===== config.mk =====
export PLATFORM = sky130hd
export DESIGN_NAME = mca_mission_config
export DESIGN_NICKNAME = d
export VERILOG_FILES = /design/src/verilog/mca_pkg.sv /design/src/verilog/mca_mission_config.sv
export SDC_FILE = /design/constraint.sdc
export NUM_CORES = 1
export LEC_CHECK = 0
export ABC_AREA = 1
export BUFFER_PORTS_ARGS = -buffer_cell sky130_fd_sc_hd__buf_2
export CAP_MARGIN = 20
export CORE_MARGIN = 2
export CORE_UTILIZATION = 29
export CTS_BUF_LIST = sky130_fd_sc_hd__clkbuf_8 sky130_fd_sc_hd__clkbuf_16
export DETAILED_ROUTE_END_ITERATION = 6
export GPL_TIMING_DRIVEN = 0
export PLACE_DENSITY = 0.52
export SLEW_MARGIN = 10
export SYNTH_ARGS = -nofsm -noshare
export SYNTH_HDL_FRONTEND = slang
export SYNTH_SLANG_ARGS = --single-unit
export TNS_END_PERCENT = 20

===== constraint.sdc =====
create_clock -name i_sys_clk -period 3.55 [get_ports i_sys_clk]
set_clock_uncertainty 0.15 [all_clocks]
set_input_delay 0.355 -clock i_sys_clk [delete_from_list [all_inputs] [get_ports i_sys_clk]]
set_output_delay 0.355 -clock i_sys_clk [all_outputs]
set_load 0.01 [all_outputs]

===== src/verilog/mca_pkg.sv =====
// Package with register map, field positions and addresses for the mission setup block
package mca_pkg;
  localparam int          ADDR_W          = 16;
  localparam int          DATA_W          = 8;
  localparam int          PTR_W           = 16;
  localparam logic [15:0] ADDR_MISSION    = 16'h0213;
  localparam logic [15:0] ADDR_ALARM      = 16'h0214;
  localparam logic [15:0] ADDR_SENS_CTRL  = 16'h0210;
  localparam logic [15:0] ADDR_DATA_CTRL  = 16'h0211;
  localparam logic [15:0] ADDR_MISC       = 16'h0230;
  // Mission setup field positions
  localparam int          B_TEMP_LOG      = 0;
  localparam int          B_SER_LOG       = 1;
  localparam int          B_TEMP_WS       = 2;
  localparam int          B_SER_WS        = 3;
  localparam int          B_WRAP          = 4;
  localparam int          B_START_ON_TEMP_ALARM          = 5;
  // Alarm flag positions
  localparam int          B_TLF           = 0;
  localparam int          B_THF           = 1;
  localparam int          B_DLF           = 2;
  localparam int          B_DHF           = 3;
  localparam int          B_PWR           = 7;
  localparam logic [7:0]  MISSION_FORCE1  = 8'hC0;
  localparam logic [7:0]  MISSION_WMASK   = 8'h3F;
  localparam logic [7:0]  ALARM_FORCE1    = 8'h70;
  localparam logic [7:0]  SENS_WMASK      = 8'h03;
  localparam logic [7:0]  DATA_FORCE1     = 8'hFC;
  localparam logic [7:0]  MISSION_RST     = 8'hC0;
  localparam logic [7:0]  ALARM_RST       = 8'h80;
  // Datalog addresses
  localparam logic [15:0] LOG_BASE        = 16'h1000;
  localparam logic [15:0] LOG_END         = 16'h2FFF;
  localparam logic [15:0] SER_BASE_EQ     = 16'h2000;
  localparam logic [15:0] SER_BASE_T8D16  = 16'h1A00;
  localparam logic [15:0] SER_BASE_T16D8  = 16'h2400;
  localparam logic [15:0] PTR_ONE         = 16'h0001;
  localparam logic [15:0] PTR_TWO         = 16'h0002;
endpackage : mca_pkg


===== src/verilog/mca_mission_config.sv =====
// Mission configuration, alarm flags and datalog write sequencing
//
// Operation
// Setup register bits 7:6 read one; writes of zero there ignored.
// Setup register writes blocked while a mission is active.
// Bit 0 enables temperature log, always stored from 1000h.
// Mission start refused unless temperature or serial logging enabled.
// Serial-only logging stores serial records from 1000h.
// Both logs: serial base 2000h equal formats, 1A00h T8/D16, 2400h T16/D8.
// Bit 2 selects 8-bit (0) or 16-bit (1) temperature records.
// Bit 3 selects 8-bit (0) or 16-bit (1) serial records.
// 16-bit record: high byte at lower address, low byte next.
// Bit 4 set: logging wraps to memory start when full.
// Bit 4 clear: logging stops when full; mission stays active until stop.
// Bit 5: 8-bit conversions each sample, log only after temperature alarm.
// First record written one sample period after the triggering alarm.
// Start on alarm only effective with temperature logging enabled.
// Alarm register read-only; bits 6:4 read one.
// Clear memory clears all five alarm flags at once.
// Low temperature flag latches when result at or below low threshold, enabled.
// High temperature flag latches when result at or above high threshold, enabled.
// Data low flag latches when serial value at or below threshold, enabled.
// Data high flag latches when serial value at or above threshold, enabled.
// Triggering alarm and forced conversions may also set temperature flags.
// Power flag set on every power-on reset, always enabled.
// Comparison flags set only with their enable bits; temp enables at 0210h.
// Flags stay latched until clear memory or power-on reset.
`timescale 1ns/1ps
module mca_mission_config (
  input  wire logic        i_sys_clk,
  input  wire logic        i_rst_n,
  input  wire logic [15:0] i_addr,
  input  wire logic [7:0]  i_wdata,
  input  wire logic        i_wr,
  input  wire logic        i_rd,
  output logic      [7:0]  o_rdata,
  input  wire logic        i_start_mission,
  input  wire logic        i_stop_mission,
  input  wire logic        i_clear_memory,
  input  wire logic        i_sample_tick,
  input  wire logic        i_conv_done,
  input  wire logic        i_conv_forced,
  input  wire logic [15:0] i_temp_value,
  input  wire logic [7:0]  i_temp_low_thr,
  input  wire logic [7:0]  i_temp_high_thr,
  input  wire logic        i_ser_done,
  input  wire logic [15:0] i_ser_value,
  input  wire logic [7:0]  i_data_low_thr,
  input  wire logic [7:0]  i_data_high_thr,
  output logic             o_mission_active,
  output logic             o_waiting_alarm,
  output logic             o_start_refused,
  output logic             o_conv_8bit,
  output logic             o_conv_enable,
  output logic             o_mem_we,
  output logic      [15:0] o_mem_addr,
  output logic      [7:0]  o_mem_wdata,
  output logic      [15:0] o_temp_base,
  output logic      [15:0] o_ser_base
);

  typedef enum logic [2:0] {
    MCA_IDLE,
    MCA_WAIT_ALARM,
    MCA_ARMED,
    MCA_LOG,
    MCA_FULL
  } mca_state_e;

  typedef enum logic [2:0] {
    MCA_WR_NONE,
    MCA_WR_T_HI,
    MCA_WR_T_LO,
    MCA_WR_S_HI,
    MCA_WR_S_LO
  } mca_wr_e;

  mca_state_e   state_ff, nxt_state;
  mca_wr_e      wr_ff, nxt_wr;
  logic [7:0]   setup_ff, nxt_setup;
  logic [7:0]   flags_ff, nxt_flags;
  logic [1:0]   sens_en_ff, nxt_sens_en;
  logic [1:0]   data_en_ff, nxt_data_en;
  logic [7:0]   rdata_ff, nxt_rdata;
  logic         refused_ff, nxt_refused;
  logic [15:0]  tptr_ff, nxt_tptr;
  logic [15:0]  sptr_ff, nxt_sptr;
  logic [15:0]  tval_ff, nxt_tval;
  logic [15:0]  sval_ff, nxt_sval;
  logic         ser_pend_ff, nxt_ser_pend;
  logic         we_ff, nxt_we;
  logic [15:0]  maddr_ff, nxt_maddr;
  logic [7:0]   mdata_ff, nxt_mdata;

  logic         active;
  logic         t_en, s_en, t16, s16, wrap, start_on_temp_alarm_eff;
  logic [15:0]  ser_base;
  logic [15:0]  temp_end;
  logic         t_low, t_high, d_low, d_high;
  logic [7:0]   setup_rd, alarm_rd;

  // Field decode
  always_comb
  begin
    t_en     = setup_ff[mca_pkg::B_TEMP_LOG];
    s_en     = setup_ff[mca_pkg::B_SER_LOG];
    t16      = setup_ff[mca_pkg::B_TEMP_WS];
    s16      = setup_ff[mca_pkg::B_SER_WS];
    wrap     = setup_ff[mca_pkg::B_WRAP];
    start_on_temp_alarm_eff = setup_ff[mca_pkg::B_START_ON_TEMP_ALARM] & t_en;
    active   = (state_ff != MCA_IDLE);
    if (!t_en || (t16 == s16))
      ser_base = t_en ? mca_pkg::SER_BASE_EQ : mca_pkg::LOG_BASE;
    else if (s16)
      ser_base = mca_pkg::SER_BASE_T8D16;
    else
      ser_base = mca_pkg::SER_BASE_T16D8;
    // Temperature region stops below the serial base when both logs share memory
    if (t_en && s_en)
      temp_end = ser_base - mca_pkg::PTR_ONE;
    else
      temp_end = mca_pkg::LOG_END;
    // Comparisons on the most significant byte
    t_low    = i_temp_value[15:8] <= i_temp_low_thr;
    t_high   = i_temp_value[15:8] >= i_temp_high_thr;
    d_low    = i_ser_value[15:8] <= i_data_low_thr;
    d_high   = i_ser_value[15:8] >= i_data_high_thr;
    setup_rd = setup_ff | mca_pkg::MISSION_FORCE1;
    alarm_rd = flags_ff | mca_pkg::ALARM_FORCE1;
  end

  // Register file
  always_comb
  begin
    nxt_setup   = setup_ff;
    nxt_sens_en = sens_en_ff;
    nxt_data_en = data_en_ff;
    nxt_rdata   = 8'h00;
    if (i_wr && !active)
    begin
      case (i_addr)
        mca_pkg::ADDR_MISSION:
          nxt_setup = (i_wdata & mca_pkg::MISSION_WMASK) | mca_pkg::MISSION_FORCE1;
        mca_pkg::ADDR_SENS_CTRL:
          nxt_sens_en = i_wdata[1:0];
        mca_pkg::ADDR_DATA_CTRL:
          nxt_data_en = i_wdata[1:0];
        default:
          nxt_setup = setup_ff;
      endcase
    end
    if (i_rd)
    begin
      case (i_addr)
        mca_pkg::ADDR_MISSION:   nxt_rdata = setup_rd;
        mca_pkg::ADDR_ALARM:     nxt_rdata = alarm_rd;
        mca_pkg::ADDR_SENS_CTRL: nxt_rdata = {6'h00, sens_en_ff};
        mca_pkg::ADDR_DATA_CTRL: nxt_rdata = mca_pkg::DATA_FORCE1 | {6'h00, data_en_ff};
        mca_pkg::ADDR_MISC:      nxt_rdata = {3'h0, o_waiting_alarm, refused_ff, 1'b0, active, 1'b0};
        default:                 nxt_rdata = 8'h00;
      endcase
    end
  end

  // Alarm flags; set wins over clear memory
  always_comb
  begin
    nxt_flags = flags_ff;
    if (i_clear_memory)
      nxt_flags = 8'h00;
    if (i_conv_done && (active || i_conv_forced))
    begin
      if (t_low && sens_en_ff[0])
        nxt_flags[mca_pkg::B_TLF] = 1'b1;
      if (t_high && sens_en_ff[1])
        nxt_flags[mca_pkg::B_THF] = 1'b1;
    end
    if (i_ser_done && (active || i_conv_forced))
    begin
      if (d_low && data_en_ff[0])
        nxt_flags[mca_pkg::B_DLF] = 1'b1;
      if (d_high && data_en_ff[1])
        nxt_flags[mca_pkg::B_DHF] = 1'b1;
    end
  end

  // Mission sequencing and record writes
  always_comb
  begin
    nxt_state    = state_ff;
    nxt_refused  = refused_ff;
    nxt_tptr     = tptr_ff;
    nxt_sptr     = sptr_ff;
    nxt_tval     = tval_ff;
    nxt_sval     = sval_ff;
    nxt_ser_pend = ser_pend_ff;
    nxt_wr       = MCA_WR_NONE;
    nxt_we       = 1'b0;
    nxt_maddr    = maddr_ff;
    nxt_mdata    = mdata_ff;
    case (state_ff)
      MCA_IDLE:
      begin
        if (i_start_mission)
        begin
          nxt_refused = !(t_en || s_en);
          nxt_tptr    = mca_pkg::LOG_BASE;
          nxt_sptr    = ser_base;
          nxt_ser_pend = 1'b0;
          if (t_en || s_en)
            nxt_state = start_on_temp_alarm_eff ? MCA_WAIT_ALARM : MCA_LOG;
        end
      end
      MCA_WAIT_ALARM:
        if (i_conv_done && ((t_low && sens_en_ff[0]) || (t_high && sens_en_ff[1])))
          nxt_state = MCA_ARMED;
      MCA_ARMED:
        if (i_sample_tick)
          nxt_state = MCA_LOG;
      MCA_LOG:
      begin
        if (i_conv_done && t_en)
        begin
          nxt_tval = i_temp_value;
          nxt_wr   = t16 ? MCA_WR_T_HI : MCA_WR_T_LO;
        end
        if (i_ser_done && s_en)
        begin
          nxt_sval     = i_ser_value;
          nxt_ser_pend = 1'b1;
        end
        case (wr_ff)
          MCA_WR_T_HI:
          begin
            nxt_we    = 1'b1;
            nxt_maddr = tptr_ff;
            nxt_mdata = tval_ff[15:8];
            nxt_tptr  = tptr_ff + mca_pkg::PTR_ONE;
            nxt_wr    = MCA_WR_T_LO;
          end
          MCA_WR_T_LO:
          begin
            nxt_we    = 1'b1;
            nxt_maddr = tptr_ff;
            nxt_mdata = t16 ? tval_ff[7:0] : tval_ff[15:8];
            nxt_tptr  = tptr_ff + mca_pkg::PTR_ONE;
          end
          MCA_WR_S_HI:
          begin
            nxt_we    = 1'b1;
            nxt_maddr = sptr_ff;
            nxt_mdata = sval_ff[15:8];
            nxt_sptr  = sptr_ff + mca_pkg::PTR_ONE;
            nxt_wr    = MCA_WR_S_LO;
          end
          MCA_WR_S_LO:
          begin
            nxt_we    = 1'b1;
            nxt_maddr = sptr_ff;
            nxt_mdata = s16 ? sval_ff[7:0] : sval_ff[15:8];
            nxt_sptr  = sptr_ff + mca_pkg::PTR_ONE;
          end
          default:
            if (ser_pend_ff && nxt_wr == MCA_WR_NONE)
            begin
              nxt_ser_pend = 1'b0;
              nxt_wr       = s16 ? MCA_WR_S_HI : MCA_WR_S_LO;
            end
        endcase
        // End of memory handling
        if (nxt_tptr > temp_end || nxt_sptr > mca_pkg::LOG_END)
        begin
          if (wrap)
          begin
            nxt_tptr = mca_pkg::LOG_BASE;
            nxt_sptr = ser_base;
          end
          else
          begin
            nxt_state = MCA_FULL;
            nxt_wr    = MCA_WR_NONE;
          end
        end
      end
      MCA_FULL:
      begin
        nxt_state    = MCA_FULL;
        nxt_ser_pend = 1'b0;
      end
      default:
        nxt_state = MCA_IDLE;
    endcase
    if (i_stop_mission)
    begin
      nxt_state    = MCA_IDLE;
      nxt_ser_pend = 1'b0;
    end
  end

  // Register file state
  always_ff @(posedge i_sys_clk)
  begin
    if (!i_rst_n)
    begin
      setup_ff    <= mca_pkg::MISSION_RST;
      sens_en_ff  <= 2'b00;
      data_en_ff  <= 2'b00;
      rdata_ff    <= 8'h00;
    end
    else
    begin
      setup_ff    <= nxt_setup;
      sens_en_ff  <= nxt_sens_en;
      data_en_ff  <= nxt_data_en;
      rdata_ff    <= nxt_rdata;
    end
  end

  // Alarm flag state
  always_ff @(posedge i_sys_clk)
  begin
    if (!i_rst_n)
    begin
      flags_ff    <= mca_pkg::ALARM_RST;
    end
    else
    begin
      flags_ff    <= nxt_flags;
    end
  end

  // Mission and record write state
  always_ff @(posedge i_sys_clk)
  begin
    if (!i_rst_n)
    begin
      state_ff    <= MCA_IDLE;
      wr_ff       <= MCA_WR_NONE;
      refused_ff  <= 1'b0;
      tptr_ff     <= mca_pkg::LOG_BASE;
      sptr_ff     <= mca_pkg::LOG_BASE;
      tval_ff     <= 16'h0000;
      sval_ff     <= 16'h0000;
      ser_pend_ff <= 1'b0;
      we_ff       <= 1'b0;
      maddr_ff    <= 16'h0000;
      mdata_ff    <= 8'h00;
    end
    else
    begin
      state_ff    <= nxt_state;
      wr_ff       <= nxt_wr;
      refused_ff  <= nxt_refused;
      tptr_ff     <= nxt_tptr;
      sptr_ff     <= nxt_sptr;
      tval_ff     <= nxt_tval;
      sval_ff     <= nxt_sval;
      ser_pend_ff <= nxt_ser_pend;
      we_ff       <= nxt_we;
      maddr_ff    <= nxt_maddr;
      mdata_ff    <= nxt_mdata;
    end
  end

  // Outputs
  assign o_rdata          = rdata_ff;
  assign o_mission_active = active;
  assign o_waiting_alarm  = (state_ff == MCA_WAIT_ALARM);
  assign o_start_refused  = refused_ff;
  assign o_conv_8bit      = (state_ff == MCA_WAIT_ALARM) || !t16;
  assign o_conv_enable    = active && (state_ff != MCA_FULL);
  assign o_mem_we         = we_ff;
  assign o_mem_addr       = maddr_ff;
  assign o_mem_wdata      = mdata_ff;
  assign o_temp_base      = mca_pkg::LOG_BASE;
  assign o_ser_base       = ser_base;

endmodule : mca_mission_config


* Word-level counts from Yosys, hierarchy flattened
Index checks and enable logic that the tools add are counted.
** Word-level totals
- Flip-flop bits (word level) :: 120
- Latch bits :: 0
- RAM bits :: 0
- ROM bits :: 0
- Bits of input ports :: 99
- Output and inout bits :: 70
- Word-level logic and storage cells :: 147
- Memories :: 0
** Cells by class
- Add/sub/neg operators :: 3
- $mul :: 0
- Divide/modulo/power cells :: 0
- Order comparisons :: 6
- Eq/ne operators :: 21
- Shift operators :: 0
- Multiplexer cells :: 50
- Bitwise operators :: 2
- Reductions and logical operators :: 48
** Operator list (count)
- $mux 16 :: 12
- $pmux 16 s2 :: 3
- $eq 16x10->1 const B :: 5
- $pmux 8 s5 :: 1
- $mux 3 :: 11
- $add 16x1->16 const B :: 2
- $pmux 8 s4 :: 1
- $mux 14 :: 2
- $reduce_and 2->1 :: 12
- $ge 8x8->1 :: 2
- $gt 16x14->1 const B :: 1
- $gt 16x16->1 :: 1
- $le 8x8->1 :: 2
- $mux 8 :: 2
- $sub 16x1->16 const B :: 1
- $pmux 3 s5 :: 1
- $logic_and 1x1->1 :: 13
- $eq 3x2->1 const B :: 4
- $mux 2 :: 5
- $ne 2x2->1 const B :: 5
- $mux 1 :: 9
- $pmux 3 s3 :: 1
- $reduce_or 2->1 :: 4
- $eq 3x1->1 const B :: 2
- other kinds (16) :: 28

* Longest topological paths before layout
- Depth in word-level cells :: 9
- Depth in mapped cells :: 24
- Gate-level depth less buffers :: 22

* Least setup slack after synthesis
No wires, ideal clock.
- Kind :: register to register
- Start :: reg tptr_ff[0]
- End :: reg sptr_ff[11]
- Data arrival time :: 2809 ps
- Data required time :: 3291 ps
- Setup slack :: 482 ps
- Cell stages (with the launch flop) :: 23
- Path buffers :: 1
- Path through :: dfxtp_1 > ha_1 > nand3_1 > nor2_2 > nand4_1 > nand3b_1 > nor3_1 > xor2_1 > ha_1 > nand2_1 > nor3_1 > nand3_1 > nor2_1 > nand3_1 > nand2_2 > nand2_4 > nand2_4 > buf_8 > nand2_2 > nand2_1 > nand3_1 > nand2_1 > inv_1
** On the way
- Cells in the longest elaborated chain, start to end :: 7
** Ends and longest elaborated chain
- start, declared :: line mca_mission_config.sv:86 : logic [15:0] tptr_ff, nxt_tptr;
- start signal, assigned :: line mca_mission_config.sv:340 : tptr_ff <= mca_pkg::LOG_BASE;
- start signal, assigned :: line mca_mission_config.sv:354 : tptr_ff <= nxt_tptr;
- $add 16x1->16 :: line mca_mission_config.sv:238, mca_mission_config.sv:246
- $mux 16 *
- $mux 16 * :: line mca_mission_config.sv:201 : case (state_ff)
- $gt 16x16->1 * :: line mca_mission_config.sv:271 : if (nxt_tptr > temp_end || nxt_sptr > mca_pkg::LOG_END)
- $logic_or 1x1->1 * :: line mca_mission_config.sv:271
- $mux 16 * :: line mca_mission_config.sv:271
- $pmux 16 s2 * :: line mca_mission_config.sv:201
- end signal, assigned :: line mca_mission_config.sv:341 : sptr_ff <= mca_pkg::LOG_BASE;
- end signal, assigned :: line mca_mission_config.sv:355 : sptr_ff <= nxt_sptr;
- end, declared :: line mca_mission_config.sv:87 : logic [15:0] sptr_ff, nxt_sptr;
Every way passes the cells marked *; elsewhere a longest branch is shown, timed or not. The select of a mux whose other input is x is not followed.
A chain may end at the register's enable or synchronous reset.

* Final worst setup path
- Start :: reg tptr_ff[1]
- End :: reg sptr_ff[11]
Same word-level chain as after synthesis.

==> flow_summary.ini <==
[sta]
setup_ws_ns = 0.1663
slew_viol_final = 0
period_minus_slack_ns = 3.384
finalSetupViolations = 0
layout_worst_path_cycle_share = 0.9532
tightest_slew_ns = 0.7896
rsz0062_at_grt = yes
slew_headroom = 0.4707
hold_violations = 0
fmax_ghz = 0.2955

[synthesis]
ys_warn_count = 0
synth-edff-count = 0
synthCells = 1098
async_flop_share = 0
yosysSeqAreaShare = 0.3245
syn_area_um2 = 7402
avgSynthCellArea_um2 = 6.741
synth_cell_types = 48
synth_flop_cell = dfxtp_1
ys_ff_latch = 120

[setup_path]
r2r-end = sptr_ff[11]
worst_path_most_repeated_cell = nand3_2
startpoint = tptr_ff[1]
r2r_start = tptr_ff[1]
required_ns = 3.73
cp_slowest_stage_delay_ns = 0.38
cp-end-kind = flip-flop
cp_max_fo = 8
crit_type = flip-flop to flip-flop
reg2reg_slack_ns = 0.17
start_kind = flip-flop
setup.worst_path.end = sptr_ff[11]
reg2reg_depth = 22
critPathArrivalTime_ns = 3.56
path_cells = ha_4 -> nand3_4 -> nor2_4 -> nand4_1 -> nor2_2 -> nand3_2 -> xnor2_2 -> ha_1 -> nand3_1 -> nor3_4 -> nand3_2 -> nor2_2 -> nand3_2 -> nand2_4 -> nand2_4 -> nand2_4 -> buf_12 -> nand2_8 -> nand2_2 -> nand3_2 -> nand2_1 -> inv_1
critPathSlowestCell = dfxtp_4

[cts]
ctsLongestPathBuffers = 2
cts.clk_slew.worst_paths_ns = 0.06
clk_latency_ns = 0.43
cts-buffers-inserted = 17
clkSinkCount = 120
cts_tree = built
cts_root_buf = clkbuf_16
htreeDepth = 4

[drt]
wl_per_cell_um = 14.89
via_count = 7799
dr.pass1.iters = 5
wl_um = 24630
drt_first_iter_violations = 487
via_per_inst = 4.715
route.detailed.drc = 0
ant_nets = 0

[floorplanning]
initial_core_util = 0.2948
die_h_um = 163.8
boundaryPins = 169
rows = 58
coreArea_um2 = 25110
die_w_um = 163.8
dieArea_um2 = 26820

[cells_and_area]
finalInstanceArea_um2 = 9719
area_growth_pct = 31.30
insertedDiodeCount = 0
fill_cells = 2786
layout-drive-gt1-share = 0.2243
nets = 1452

[run_status]
status = completed

[place]
hpwl_um = 19090
place_area_um2 = 8612
portBuffers = 139
place_ws_ns = -0.3383
gp_congestion = 0.8386

[run]
cap_violations = 0

[grt]
grt_max_degree = 17
overflow = 0
grt_pass1_wl_um = 38170
grt_pass1_vias = 7344
antenna_found_initial = 0
grtUsageTotal = 0.1829

[power_and_ir_drop]
power_density_nw_per_um2 = 360.3
ir_drop_v = 0.0002600
cellLeakagePower_nw = 4.377

[hold_path]
min_path_type = primary input to flip-flop
hold_depth = 3
repair_timing:
| item | CTS | global route |
|---|---|---|
| resized for setup | 25 | 32 |
| endpoints found under the hold margin | 8 | 0 |
| buffers inserted | 9 | 12 |
| cloned | 0 | 1 |
| hold buffers | 8 | 0 |
| pin swaps | 13 | 23 |
| endpoints found under the setup margin | 36 | 36 |
critical path, delay by kind of cell, from the launching register on:
kind,cells,cell delay [ns]
adder cells (fa/ha/maj),2,0.49
flip-flops,1,0.38
buffers and inverters,2,0.17
XOR/XNOR,1,0.19
AND/OR/NAND/NOR,17,1.88
synth_stat cells, drive strengths merged, types with 2 or more instances:
master     n  area, um^2
a2111oi    2       17.52
a211oi     9       67.56
a21oi     80       400.4
a221oi     2       17.52
a31oi     23       143.9
buf       37       291.5
clkbuf    31       116.4
clkinv     2       7.510
conb       2       7.510
dfxtp    120        2402
ha        42       525.5
inv      138       518.0
nand2    237       927.1
nand3     58       340.3
nand3b    11       82.58
nand4     25       162.6
nor2     132       513.0
nor3      15       85.08
o211ai     3       22.52
o21ai     95       475.5
o221ai     2       17.52
o22ai      3       18.77
or2        2       12.51
xnor2      8       70.07
xor2       9       78.83
area by class of cell:
type / count / area (um^2) / share of cell area
Clock inverter: 14 / 197.7 / 0.02034
Tap cell: 330 / 412.9 / 0.04248
Buffer: 66 / 411.6 / 0.04235
Inverter: 140 / 526.8 / 0.05420
Clock buffer: 18 / 439.2 / 0.04519
Multi-Input combinational cell: 797 / 4350 / 0.4476
Sequential cell: 120 / 2419 / 0.2488
Timing Repair Buffer: 169 / 962.2 / 0.09900
registers in the layout (all words and copies together) (netlist names), 2 cells and up:
register     cells
o_mem_wdata      8
setup_ff         6
tptr_ff         16
o_rdata          8
tval_ff         16
sptr_ff         16
flags_ff         5
state_ff         3
sval_ff         16
sens_en_ff       2
o_mem_addr      16
data_en_ff       2
wr_ff            3
how the worst min path moves through the flow:
stage | from | end | slack (ns)
after floorplan | sval_ff[1] | sval_ff[1] | 0.27
final | i_ser_value[6] | sval_ff[6] | 0.008
after global routing | i_temp_value[4] | tval_ff[4] | 0.005
after CTS | i_ser_value[6] | sval_ff[6] | 0.001
after detailed placement | sval_ff[12] | sval_ff[12] | 0.31
after global placement | sval_ff[12] | sval_ff[12] | 0.30
placed cells by master, fill, tap and decap left out, drive strengths merged, types with 2 or more instances in the layout:
cell type,netlist,layout
xor2,9,9
nand3,58,58
nor3,15,15
buf,37,197
bufinv,0,4
a211oi,9,9
o221ai,2,2
dfxtp,120,120
nor2,132,132
or2,2,2
o22ai,3,3
dlygate4sd3,0,8
inv,138,140
o211ai,3,3
a21oi,80,80
o21ai,95,95
a31oi,23,23
a2111oi,2,2
nand2,237,237
nand4,25,25
conb,2,29
ha,42,42
clkbuf,31,48
clkinvlp,0,5
clkinv,2,5
xnor2,8,8
a221oi,2,2
nand3b,11,11
stage by stage:
stage,power (mW),util,instances,hold slack [ns],TNS [ns]
floorplan,1.531,-,1125,0.2745,0
global placement,1.641,0.3430,1594,0.3010,-5.953
detailed placement,1.645,0.3430,1594,0.3051,-7.864
CTS,3.527,0.3780,1642,0.0009945,0
global route,3.623,0.3871,1654,0.005455,-0.4010
finish,3.502,0.3871,1654,0.007837,0
report_power, final:
part	total (mW)	leakage (nW)	switching [mW]	internal [mW]
logic	0.270	3.11	0.155	0.115
registers	1.35	0.972	0.00460	1.35
clock network	1.88	0.295	0.683	1.20
kinds of logic (layout without fill, tap and decap cells):
| family | Yosys count | count (layout) | synth area share |
|---|---|---|---|
| fa+ha+maj | 42 | 42 | 0.07099 |
| buf+inv | 208 | 407 | 0.1261 |
| compound gates | 228 | 228 | 0.1695 |
| xor+xnor | 17 | 17 | 0.02012 |
| simple gates | 481 | 481 | 0.2877 |
| other cells | 2 | 29 | 0.001015 |
| flops | 120 | 120 | 0.3245 |
layer usage:
metal | part of all wire | track usage | wire, um
met1 | 0.46 | 0.2377 | 11290
met2 | 0.47 | 0.3107 | 11650
met3 | 0.054 | 0.03838 | 1329
met4 | 0.014 | 0.04187 | 351
met5 | 0 | 0 | 0
(Power assumes the default switching activity.)
